--- config.mk ---
export PLATFORM = sky130hd
export DESIGN_NAME = mfr_router
export DESIGN_NICKNAME = d
export VERILOG_FILES = /design/src/core/mfr_pkg.sv /design/src/core/mfr_router.sv /design/src/core/mfr_sync.sv
export SDC_FILE = /design/constraint.sdc
export NUM_CORES = 1
export LEC_CHECK = 0
export BUFFER_PORTS_ARGS = -buffer_cell sky130_fd_sc_hd__buf_4
export CAP_MARGIN = 20
export CORE_MARGIN = 5
export CORE_UTILIZATION = 50
export DETAILED_ROUTE_END_ITERATION = 10
export GPL_ROUTABILITY_DRIVEN = 0
export PLACE_DENSITY = 0.69
export SLEW_MARGIN = 20
export SYNTH_ARGS = -nofsm -noshare
export SYNTH_HDL_FRONTEND = slang
export SYNTH_HIERARCHICAL = 1
export SYNTH_SLANG_ARGS = --single-unit
--- constraint.sdc ---
create_clock -name CLOCK_I -period 8.8 [get_ports CLOCK_I]
set_clock_uncertainty 0.05 [all_clocks]
set_input_delay 0.88 -clock CLOCK_I [delete_from_list [all_inputs] [get_ports CLOCK_I]]
set_output_delay 0.88 -clock CLOCK_I [all_outputs]
set_load 0.005 [all_outputs]
--- src/core/mfr_pkg.sv ---
/*
 * Shared types and constants for the multifunction terminal router.
 * Assumes one 50 MHz clock; all pin levels are synchronised in the core.
 */
`default_nettype none
package mfr_pkg;
    // ------------------------------------------------------------------
    // terminal functions and their legality per terminal
    // ------------------------------------------------------------------
    typedef enum logic [3:0] {
        FN_INPUT, FN_PCI_INT, FN_GPI, FN_GPO, FN_SKT, FN_VIDEO, FN_AUDIO,
        FN_GPE, FN_IRQ, FN_DMA_REQ, FN_SER_IRQ, FN_LOCK, FN_DMA_GNT,
        FN_CLKRUN, FN_RING
    } mfr_fn_e;

    localparam int PIN_N   = 7;
    localparam int GP_N    = 5;
    localparam int FIELD_W = 4;
    localparam int ROUTE_W = PIN_N * FIELD_W;
    // bit k set: function code k is legal on that terminal
    localparam logic [15:0] FN_MASK [PIN_N] = '{
        16'h01ff, 16'h01fd, 16'h43ed, 16'h0501, 16'h49fd, 16'h11fd,
        16'h2101};
    // which general input/output line each terminal carries
    localparam int GP_IDX [PIN_N] = '{0, 1, 2, 0, 3, 4, 0};

    // ------------------------------------------------------------------
    // synchroniser bank layout
    // ------------------------------------------------------------------
    localparam int SY_BUS_RST_N = 7;
    localparam int SY_SUSPEND_N = 8;
    localparam int SY_STRAP_A   = 9;
    localparam int SY_STRAP_B   = 10;
    localparam int SY_RING      = 11;
    localparam int SY_SPK       = 12;

    // ------------------------------------------------------------------
    // serial EEPROM loader timing and framing
    // ------------------------------------------------------------------
    localparam int CLK_PERIOD_NS = 20;
    localparam int SCL_PERIOD_NS = 10000;
    localparam int QTR_CYC = (SCL_PERIOD_NS / 4 + CLK_PERIOD_NS - 1)
                             / CLK_PERIOD_NS;
    localparam int DIV_W    = 8;
    localparam int EE_BYTES = 6;
    localparam int EE_W     = EE_BYTES * 8;
    localparam logic [7:0]  EE_DEV_WR  = 8'ha0;
    localparam logic [7:0]  EE_DEV_RD  = 8'ha1;
    localparam logic [7:0]  EE_WORD    = 8'h00;
    localparam logic [3:0]  ACK_BIT    = 4'h8;
    localparam logic [1:0]  LAST_PHASE = 2'h3;
    localparam logic [ROUTE_W-1:0] ROUTING_RST = 28'h0000000;
    localparam logic [15:0] SUBSYS_RST = 16'h0000;

    typedef enum logic [2:0] {
        LD_IDLE, LD_START, LD_TX, LD_RX, LD_STOP
    } mfr_ld_e;

    // ------------------------------------------------------------------
    // carriers to and from the internal core logic
    // ------------------------------------------------------------------
    typedef struct packed {
        logic             int_a;      // parallel interrupt A request
        logic [GP_N-1:0]  gpo;        // general outputs
        logic             socket_act; // a socket is busy
        logic             video_sw;   // video port switch level
        logic [PIN_N-1:0] irq;        // parallel IRQ level per terminal
        logic             dma_req;
        logic             serirq_drv; // pull serialized interrupt low
        logic             clkrun_drv; // pull clock-run low
        logic             pme;        // power management event
        logic             ring_is_pme;// ring output carries pme
    } mfr_core_in_s;

    typedef struct packed {
        logic [GP_N-1:0]  gpi;
        logic [PIN_N-1:0] general_event;        // level of each terminal in event mode
        logic             lock_n;
        logic             dma_gnt_n;
        logic             serirq_n;
        logic             clkrun_n;
    } mfr_core_out_s;

    typedef struct packed {
        logic [ROUTE_W-1:0] routing;
        logic [15:0]        subsys;
        logic               serial_mode;
        logic               bus_ok_d;
        mfr_ld_e            ld_st;
        logic               busy;
        logic [1:0]         phase;
        logic [DIV_W-1:0]   div;
        logic [3:0]         bitcnt;
        logic [2:0]         bytecnt;
        logic [EE_W-1:0]    ee_data;
        logic               sda_low;
        logic               scl;
        logic [PIN_N-1:0]   pin_o;
        logic [PIN_N-1:0]   pin_oe;
        mfr_core_out_s      core_o;
        logic               speaker;
        logic               skt_led;
        logic               ring_out;
    } mfr_state_s;

    localparam mfr_state_s STATE_RST = '0;
endpackage : mfr_pkg

--- src/core/mfr_router.sv ---
/*
 * Multifunction terminal router with speaker, activity and ring outputs
 * and a two-wire EEPROM loader for register defaults.
 * Assumes the core logic shares CLOCK_I and the pads resolve the
 * output enables; all pad inputs arrive asynchronously.
 */
// Overview of operation
// - terminal 0: int A, gp 0 in/out, activity, video, audio, event, IRQ
// - terminal 1: gp 1 in/out, activity, video, audio, event, IRQ
// - both straps high after bus reset: terminal 1 is serial data
// - after bus reset in serial mode, load defaults from the EEPROM
// - terminal 2: DMA request, gp 2, video, audio, event, ring, IRQ
// - terminal 3: parallel IRQ or serialized interrupt
// - terminal 4: lock, gp 3, activity, video, audio, event, ring, IRQ
// - terminal 5: DMA grant, gp 4, activity, video, audio, event, IRQ
// - terminal 6: clock-run or parallel IRQ
// - host speaker is the XOR of the card speaker inputs
// - suspend keeps registers through global and bus reset
// - socket activity output follows socket activity
// - ring output carries ring indicate or power event
`timescale 1ns/100ps
`default_nettype none
module mfr_router
    import mfr_pkg::*;
#(
    parameter int NSOCK = 2
) (
    // clock and reset
    input  wire logic                 CLOCK_I,
    input  wire logic                 SYS_RST_I,
    // pins from outside
    input  wire logic                 BUS_RST_N_I,
    input  wire logic                 SUSPEND_N_I,
    input  wire logic                 SERIAL_STRAP_A_I,
    input  wire logic                 SERIAL_STRAP_B_I,
    input  wire logic                 CARD_RING_I,
    input  wire logic [NSOCK-1:0]     CARD_SPEAKER_I,
    input  wire logic [PIN_N-1:0]     MULTI_PIN_I,
    // terminal drive
    output var  logic [PIN_N-1:0]     MULTI_PIN_O,
    output var  logic [PIN_N-1:0]     MULTI_PIN_OE_O,
    output var  logic                 SERIAL_CLK_O,
    output var  logic                 HOST_SPEAKER_O,
    output var  logic                 SOCKET_ACTIVITY_O,
    output var  logic                 RING_INDICATE_O,
    // core side
    input  wire mfr_core_in_s         CORE_I,
    output var  mfr_core_out_s        CORE_O,
    input  wire logic                 ROUTING_WR_I,
    input  wire logic [ROUTE_W-1:0]   ROUTING_I,
    output var  logic [ROUTE_W-1:0]   ROUTING_O,
    output var  logic [15:0]          SUBSYS_ID_O,
    output var  logic                 SERIAL_MODE_O,
    output var  logic                 LOAD_BUSY_O
);
    localparam int SY_W = SY_SPK + NSOCK;

    mfr_state_s      r, n;
    logic [SY_W-1:0] sy;

    initial begin
        if (NSOCK < 1 || NSOCK > 4) $error("mfr_router: NSOCK out of range");
    end

    // -------------------------------------------------------------------
    // helpers
    // -------------------------------------------------------------------
    function automatic logic fn_ok(input int pin, input logic [3:0] code);
        return FN_MASK[pin][code];
    endfunction : fn_ok

    function automatic logic [7:0] tx_byte(input logic [2:0] idx);
        return (idx == 3'h0) ? EE_DEV_WR :
               (idx == 3'h1) ? EE_WORD : EE_DEV_RD;
    endfunction : tx_byte

    // every pad level crosses two flops before use
    mfr_sync #(.W(SY_W)) u_sync (
        .CLOCK_I (CLOCK_I),
        .ASYNC_I ({CARD_SPEAKER_I, CARD_RING_I, SERIAL_STRAP_B_I,
                   SERIAL_STRAP_A_I, SUSPEND_N_I, BUS_RST_N_I,
                   MULTI_PIN_I}),
        .SYNC_O  (sy)
    );

    // -------------------------------------------------------------------
    // next state
    // -------------------------------------------------------------------
    always_comb begin
        logic    tick;
        logic    last;
        logic [7:0] txb;
        mfr_fn_e fn;
        tick  = (r.div == '0);
        last  = (r.bytecnt == 3'(EE_BYTES - 1));
        txb   = 8'h00;
        fn    = FN_INPUT;
        n     = r;
        if (SYS_RST_I || !sy[SY_BUS_RST_N]) begin
            n = STATE_RST;
            n.scl = 1'b1;
            if (!sy[SY_SUSPEND_N]) begin
                n.routing     = r.routing;
                n.subsys      = r.subsys;
                n.serial_mode = r.serial_mode;
            end
            n.bus_ok_d = sy[SY_BUS_RST_N] & r.bus_ok_d;
        end else begin
            // writes from the core are ignored while defaults load
            if (ROUTING_WR_I && !r.busy) begin
                n.routing = ROUTING_I;
            end
            // straps are looked at once, on the release of bus reset
            if (!r.bus_ok_d) begin
                n.bus_ok_d    = 1'b1;
                n.serial_mode = sy[SY_STRAP_A] & sy[SY_STRAP_B];
                if (sy[SY_STRAP_A] && sy[SY_STRAP_B]) begin
                    n.ld_st   = LD_START;
                    n.busy    = 1'b1;
                    n.phase   = '0;
                    n.bytecnt = '0;
                    n.div     = DIV_W'(QTR_CYC - 1);
                end
            end
            // eeprom loader: four ticks to a bit cell
            if (r.ld_st != LD_IDLE && tick) begin
                n.div   = DIV_W'(QTR_CYC - 1);
                n.phase = r.phase + 2'h1;
                if (r.ld_st == LD_RX && r.phase == 2'h1 &&
                    r.bitcnt != ACK_BIT) begin
                    n.ee_data = {r.ee_data[EE_W-2:0], sy[1]};
                end
                if (r.phase == LAST_PHASE) begin
                    unique case (r.ld_st)
                        LD_START: begin
                            n.ld_st  = LD_TX;
                            n.bitcnt = '0;
                        end
                        LD_TX: begin
                            n.bitcnt = r.bitcnt + 4'h1;
                            if (r.bitcnt == ACK_BIT) begin
                                n.bitcnt  = '0;
                                n.bytecnt = r.bytecnt + 3'h1;
                                if (r.bytecnt == 3'h1) begin
                                    n.ld_st = LD_START;  // repeated start
                                end else if (r.bytecnt == 3'h2) begin
                                    n.ld_st   = LD_RX;
                                    n.bytecnt = '0;
                                end
                            end
                        end
                        LD_RX: begin
                            n.bitcnt = r.bitcnt + 4'h1;
                            if (r.bitcnt == ACK_BIT) begin
                                n.bitcnt  = '0;
                                n.bytecnt = r.bytecnt + 3'h1;
                                if (last) n.ld_st = LD_STOP;
                            end
                        end
                        LD_STOP: begin
                            n.ld_st   = LD_IDLE;
                            n.busy    = 1'b0;
                            n.subsys  = r.ee_data[EE_W-1:EE_W-16];
                            n.routing = r.ee_data[ROUTE_W-1:0];
                        end
                        LD_IDLE: n.ld_st = LD_IDLE;
                    endcase
                end
            end else if (r.ld_st != LD_IDLE) begin
                n.div = r.div - DIV_W'(1);
            end
            // wire levels follow the cell phase
            txb = tx_byte(n.bytecnt);
            unique case (n.ld_st)
                LD_IDLE:  n.sda_low = 1'b0;
                LD_START: n.sda_low = n.phase[1];
                LD_TX:    n.sda_low = (n.bitcnt != ACK_BIT) &&
                                      !txb[3'(7 - int'(n.bitcnt[2:0]))];
                LD_RX:    n.sda_low = (n.bitcnt == ACK_BIT) &&
                                      (n.bytecnt != 3'(EE_BYTES - 1));
                LD_STOP:  n.sda_low = !n.phase[1];
            endcase
            n.scl = (n.ld_st == LD_IDLE) ||
                    (n.ld_st == LD_STOP && n.phase != 2'h0) ||
                    (n.phase == 2'h1) || (n.phase == 2'h2);
            // terminal multiplexer
            n.core_o = '{gpi: '0, general_event: '0, default: 1'b1};
            for (int i = 0; i < PIN_N; i++) begin
                fn = fn_ok(i, r.routing[i*FIELD_W +: FIELD_W]) ?
                     mfr_fn_e'(r.routing[i*FIELD_W +: FIELD_W]) :
                     FN_INPUT;
                n.pin_o[i]  = 1'b0;
                n.pin_oe[i] = 1'b0;
                unique case (fn)
                    FN_PCI_INT: n.pin_oe[i] = CORE_I.int_a;
                    FN_GPO: begin
                        n.pin_o[i]  = CORE_I.gpo[GP_IDX[i]];
                        n.pin_oe[i] = 1'b1;
                    end
                    FN_SKT: begin
                        n.pin_o[i]  = CORE_I.socket_act;
                        n.pin_oe[i] = 1'b1;
                    end
                    FN_VIDEO: begin
                        n.pin_o[i]  = CORE_I.video_sw;
                        n.pin_oe[i] = 1'b1;
                    end
                    FN_AUDIO: begin
                        n.pin_o[i]  = ^sy[SY_SPK +: NSOCK];
                        n.pin_oe[i] = 1'b1;
                    end
                    FN_IRQ: begin
                        n.pin_o[i]  = CORE_I.irq[i];
                        n.pin_oe[i] = 1'b1;
                    end
                    FN_DMA_REQ: begin
                        n.pin_o[i]  = CORE_I.dma_req;
                        n.pin_oe[i] = 1'b1;
                    end
                    FN_RING: begin
                        n.pin_o[i]  = CORE_I.ring_is_pme ?
                                      CORE_I.pme : sy[SY_RING];
                        n.pin_oe[i] = 1'b1;
                    end
                    FN_SER_IRQ: begin
                        n.pin_oe[i]       = CORE_I.serirq_drv;
                        n.core_o.serirq_n = sy[i];
                    end
                    FN_CLKRUN: begin
                        n.pin_oe[i]       = CORE_I.clkrun_drv;
                        n.core_o.clkrun_n = sy[i];
                    end
                    FN_GPI:     n.core_o.gpi[GP_IDX[i]] = sy[i];
                    FN_GPE:     n.core_o.general_event[i] = sy[i];
                    FN_LOCK:    n.core_o.lock_n = sy[i];
                    FN_DMA_GNT: n.core_o.dma_gnt_n = sy[i];
                    FN_INPUT:   n.pin_oe[i] = 1'b0;
                endcase
            end
            // serial data replaces whatever terminal 1 was routed to
            if (r.serial_mode) begin
                n.pin_o[1]  = 1'b0;
                n.pin_oe[1] = n.sda_low;
            end
            n.speaker  = ^sy[SY_SPK +: NSOCK];
            n.skt_led  = CORE_I.socket_act;
            n.ring_out = CORE_I.ring_is_pme ? CORE_I.pme
                                            : sy[SY_RING];
        end
    end

    always_ff @(posedge CLOCK_I) begin
        r <= n;
    end

    // -------------------------------------------------------------------
    // outputs
    // -------------------------------------------------------------------
    assign MULTI_PIN_O       = r.pin_o;
    assign MULTI_PIN_OE_O    = r.pin_oe;
    assign SERIAL_CLK_O      = r.scl;
    assign HOST_SPEAKER_O    = r.speaker;
    assign SOCKET_ACTIVITY_O = r.skt_led;
    assign RING_INDICATE_O   = r.ring_out;
    assign CORE_O            = r.core_o;
    assign ROUTING_O         = r.routing;
    assign SUBSYS_ID_O       = r.subsys;
    assign SERIAL_MODE_O     = r.serial_mode;
    assign LOAD_BUSY_O       = r.busy;
endmodule : mfr_router
`default_nettype wire

--- src/core/mfr_sync.sv ---
/*
 * Two-stage synchroniser bank for asynchronous pin levels.
 * Assumes inputs are levels; the first stage feeds only the second.
 */
`timescale 1ns/100ps
`default_nettype none
module mfr_sync #(
    parameter int W = 1
) (
    // clock
    input  wire logic         CLOCK_I,
    // levels in and out
    input  wire logic [W-1:0] ASYNC_I,
    output var  logic [W-1:0] SYNC_O
);
    typedef struct packed {
        logic [W-1:0] s1;
        logic [W-1:0] s2;
    } mfr_sync_s;

    mfr_sync_s r, n;

    initial begin
        if (W < 1) $error("mfr_sync: width must be at least one");
    end

    // data pipeline only, no reset: reset would drop the suspend level
    always_comb begin
        n.s1 = ASYNC_I;
        n.s2 = r.s1;
    end

    always_ff @(posedge CLOCK_I) begin
        r <= n;
    end

    assign SYNC_O = r.s2;
endmodule : mfr_sync
`default_nettype wire

==> impl_metrics.json <==
{
  "outcome": "finished clean",
  "synth_edf_count": 45,
  "maxSlewViolCount": 0,
  "hold_violations": 0,
  "dp_hpwl_mm": 16.6,
  "dieArea_sq_um": 21700,
  "worst-setup-path-type": "reg -> reg",
  "slowest_delay_ps": 510,
  "ant_nets": 0,
  "start_kind": "flip-flop",
  "dr.pass1.iters": 6,
  "rsz0062_at_grt": "no",
  "syn-cell-area_sq_um": 9410,
  "syn_inst": 1110,
  "worst_setup_path_end_kind": "flip-flop",
  "wl_per_cell_um": 17.4,
  "post_cts_resized": 0,
  "start_util": 0.505,
  "grt-ovfl-total": 0,
  "reg2reg_depth": 9,
  "cts_tree": "done",
  "fin_nets": 1215,
  "synth_seq_cells": 184,
  "final-seq-area_sq_um": 4130,
  "cts.path.max_buffers": 2,
  "setup_viol": 0,
  "track_usage": 0.219,
  "worst-path-buf-inv": 1,
  "vias": 7922,
  "post_dp_cell_area_sq_um": 10100,
  "ir_drop_mv": 0.138,
  "critPathArrivalTime_ps": 3120,
  "post_cts_buffers": 0,
  "htree_levels": 4,
  "path_depth": 9,
  "p_leak_nw": 4.25,
  "grt_most_used_layer": "met2",
  "viasPerCell": 5.72,
  "grt_pass1_wl_mm": 38.4,
  "core_area_sq_um": 18600,
  "hold_buffers": 0,
  "antenna_cells": 0,
  "hold_depth": 0,
  "synth.distinct_cells": 68,
  "syn_nets": 1186,
  "layout_commonest_cell": "nand2_1",
  "clock_latency_ps": 420,
  "crit_chain": "inv_1, ha_1, nor4b_4, nand4bb_1, nor4_4, a211oi_2, nand2b_4, or4_4, a41oi_2",
  "path_max_fanout": 9,
  "critPathRequiredTime_ps": 9100,
  "area_delta_synth_final_pct": 12.8,
  "timing.final.crit_share": 0.321,
  "async_flop_share": 0,
  "grt_pass1_vias": 7272,
  "grt_util_met1": 0.316,
  "post-route-min-period_ps": 2820,
  "ys_warn_count": 6,
  "grt_max_degree": 58,
  "yosysTopAreaCell": "dfxtp_1",
  "tns_ps": 0,
  "antenna_found_initial": 0,
  "synth_top_area_frac": 0.296,
  "cts.reportedPaths.clkPinSlew_ps": 70,
  "max_freq_mhz": 354,
  "layout_common_cells": "165 x nand2_1, 155 x buf_4, 139 x dfxtp_1",
  "critPathSlowestCell": "or4_4",
  "finalPower_mw": 1.88,
  "io_pins": 145,
  "fp.dieH_um": 147,
  "numCtsBuffers": 17,
  "clock-root-buffer": "clkbuf_16",
  "chipWidth_um": 147,
  "multi_input_area_sq_um": 4390,
  "seq_area_frac_synth": 0.439,
  "cts_sinks": 184,
  "globalRouteMet3Util": 0.0429,
  "tightest_slew_ps": 871,
  "hold_class": "reg -> reg",
  "drive_above_1_share": 0.170,
  "drc": 0,
  "synth-main-ff-cell": "dfxtp_1",
  "num_rows": 50,
  "routed_wl_mm": 24.1,
  "powerDensity_nw_per_um2": 177,
  "crit_family": "simple AND/OR/NAND/NOR gates",
  "synth_area_per_cell_sq_um": 8.48,
  "final_area_sq_um": 10600,
  "drt_iter0_drc": 707,
  "fillers": 1721,
  "io_buffers": 144,
  "slew_headroom": 0.408,
  "drv_cap": 0,
  "synth_area_leaders": "dfxtp_1 30%, edfxtp_1 14%, nand2_1 6.6%, buf_4 6.0%, a21oi_1 5.5%",
  "gr-usage-met2": 0.330
}
final cells by class:
type,count,area share
Inverter,20,0.00708
Clock inverter,8,0.00649
Multi-Input combinational cell,761,0.414
Sequential cell,184,0.390
Timing Repair Buffer,155,0.110
Tap cell,234,0.0276
Clock buffer,24,0.0455
metrics by stage:
step | setup WS [ps] | utilization | std cells | hold WS, ps
floorplan | 5500 | - | 1110 | 260
global placement | 5830 | 0.539 | 1354 | 261
detailed placement | 5780 | 0.540 | 1354 | 263
CTS | 6000 | 0.569 | 1386 | 278
global route | 5750 | 0.569 | 1386 | 286
finish | 5980 | 0.569 | 1386 | 277
synthesized netlist by cell type (7+ instances only):
| master | instances |
|---|---|
| a211oi_1 | 34 |
| a21oi_1 | 104 |
| a22oi_1 | 8 |
| a31oi_1 | 11 |
| and2_1 | 9 |
| and3_1 | 21 |
| buf_2 | 7 |
| buf_4 | 75 |
| clkbuf_1 | 60 |
| dfxtp_1 | 139 |
| edfxtp_1 | 45 |
| ha_1 | 11 |
| inv_1 | 20 |
| mux2i_1 | 37 |
| nand2_1 | 165 |
| nand2b_1 | 15 |
| nand3_1 | 27 |
| nand3b_1 | 14 |
| nand4_1 | 11 |
| nor2_1 | 109 |
| nor2b_1 | 22 |
| nor3_1 | 23 |
| o21ai_0 | 42 |
worst reg2reg max path, delay by kind of cell (launching register included):
family	cells	cell delay, ps
adders and majority gates	1	150
DFF	1	330
buffers and inverters	1	80
and+or+nand+nor	5	1870
AOI/OAI and AO/OA	2	260
metal layers:
layer,vias to the layer above,wire length (um)
li1,3893,-
met2,296,10800
met1,3706,10900
met5,-,0
met3,27,2050
met4,0,435
power breakdown:
part	internal, mW	total, mW	switching (mW)	leakage [nW]
sequential	0.896	0.947	0.0510	1.63
combinational	0.0969	0.205	0.108	2.35
clock	0.413	0.724	0.311	0.267
total	1.41	1.88	0.470	4.25
worst paths after layout:
path	from	to	slack, ps
max reg2reg	r[90]	MULTI_PIN_OE_O[1]	5980
min	u_sync/n[5]	u_sync/SYNC_O[5]	280
min reg2reg	u_sync/n[5]	u_sync/SYNC_O[5]	280
max	r[90]	MULTI_PIN_OE_O[1]	5980
registers in the layout (all words and copies together), names as in the netlist, 7 cells and up, named ones only:
register,cells
CORE_O,16
MULTI_PIN_O,7
MULTI_PIN_OE_O,7
ROUTING_O,28
SUBSYS_ID_O,16
r,69
u_sync/SYNC_O,14
u_sync/n,14
kinds of logic (layout without fill, tap and decap cells):
group / count (synthesis) / count (layout) / synth area share
XOR/XNOR: 2 / 2 / 0.00186
AND/OR/NAND/NOR: 453 / 453 / 0.236
buffers and inverters: 165 / 207 / 0.0967
flip-flops: 184 / 184 / 0.439
multiplexers: 41 / 41 / 0.0441
AO/OA/AOI/OAI: 254 / 254 / 0.168
adder cells (fa/ha/maj): 11 / 11 / 0.0146
Power figures use the tool's default switching activity.
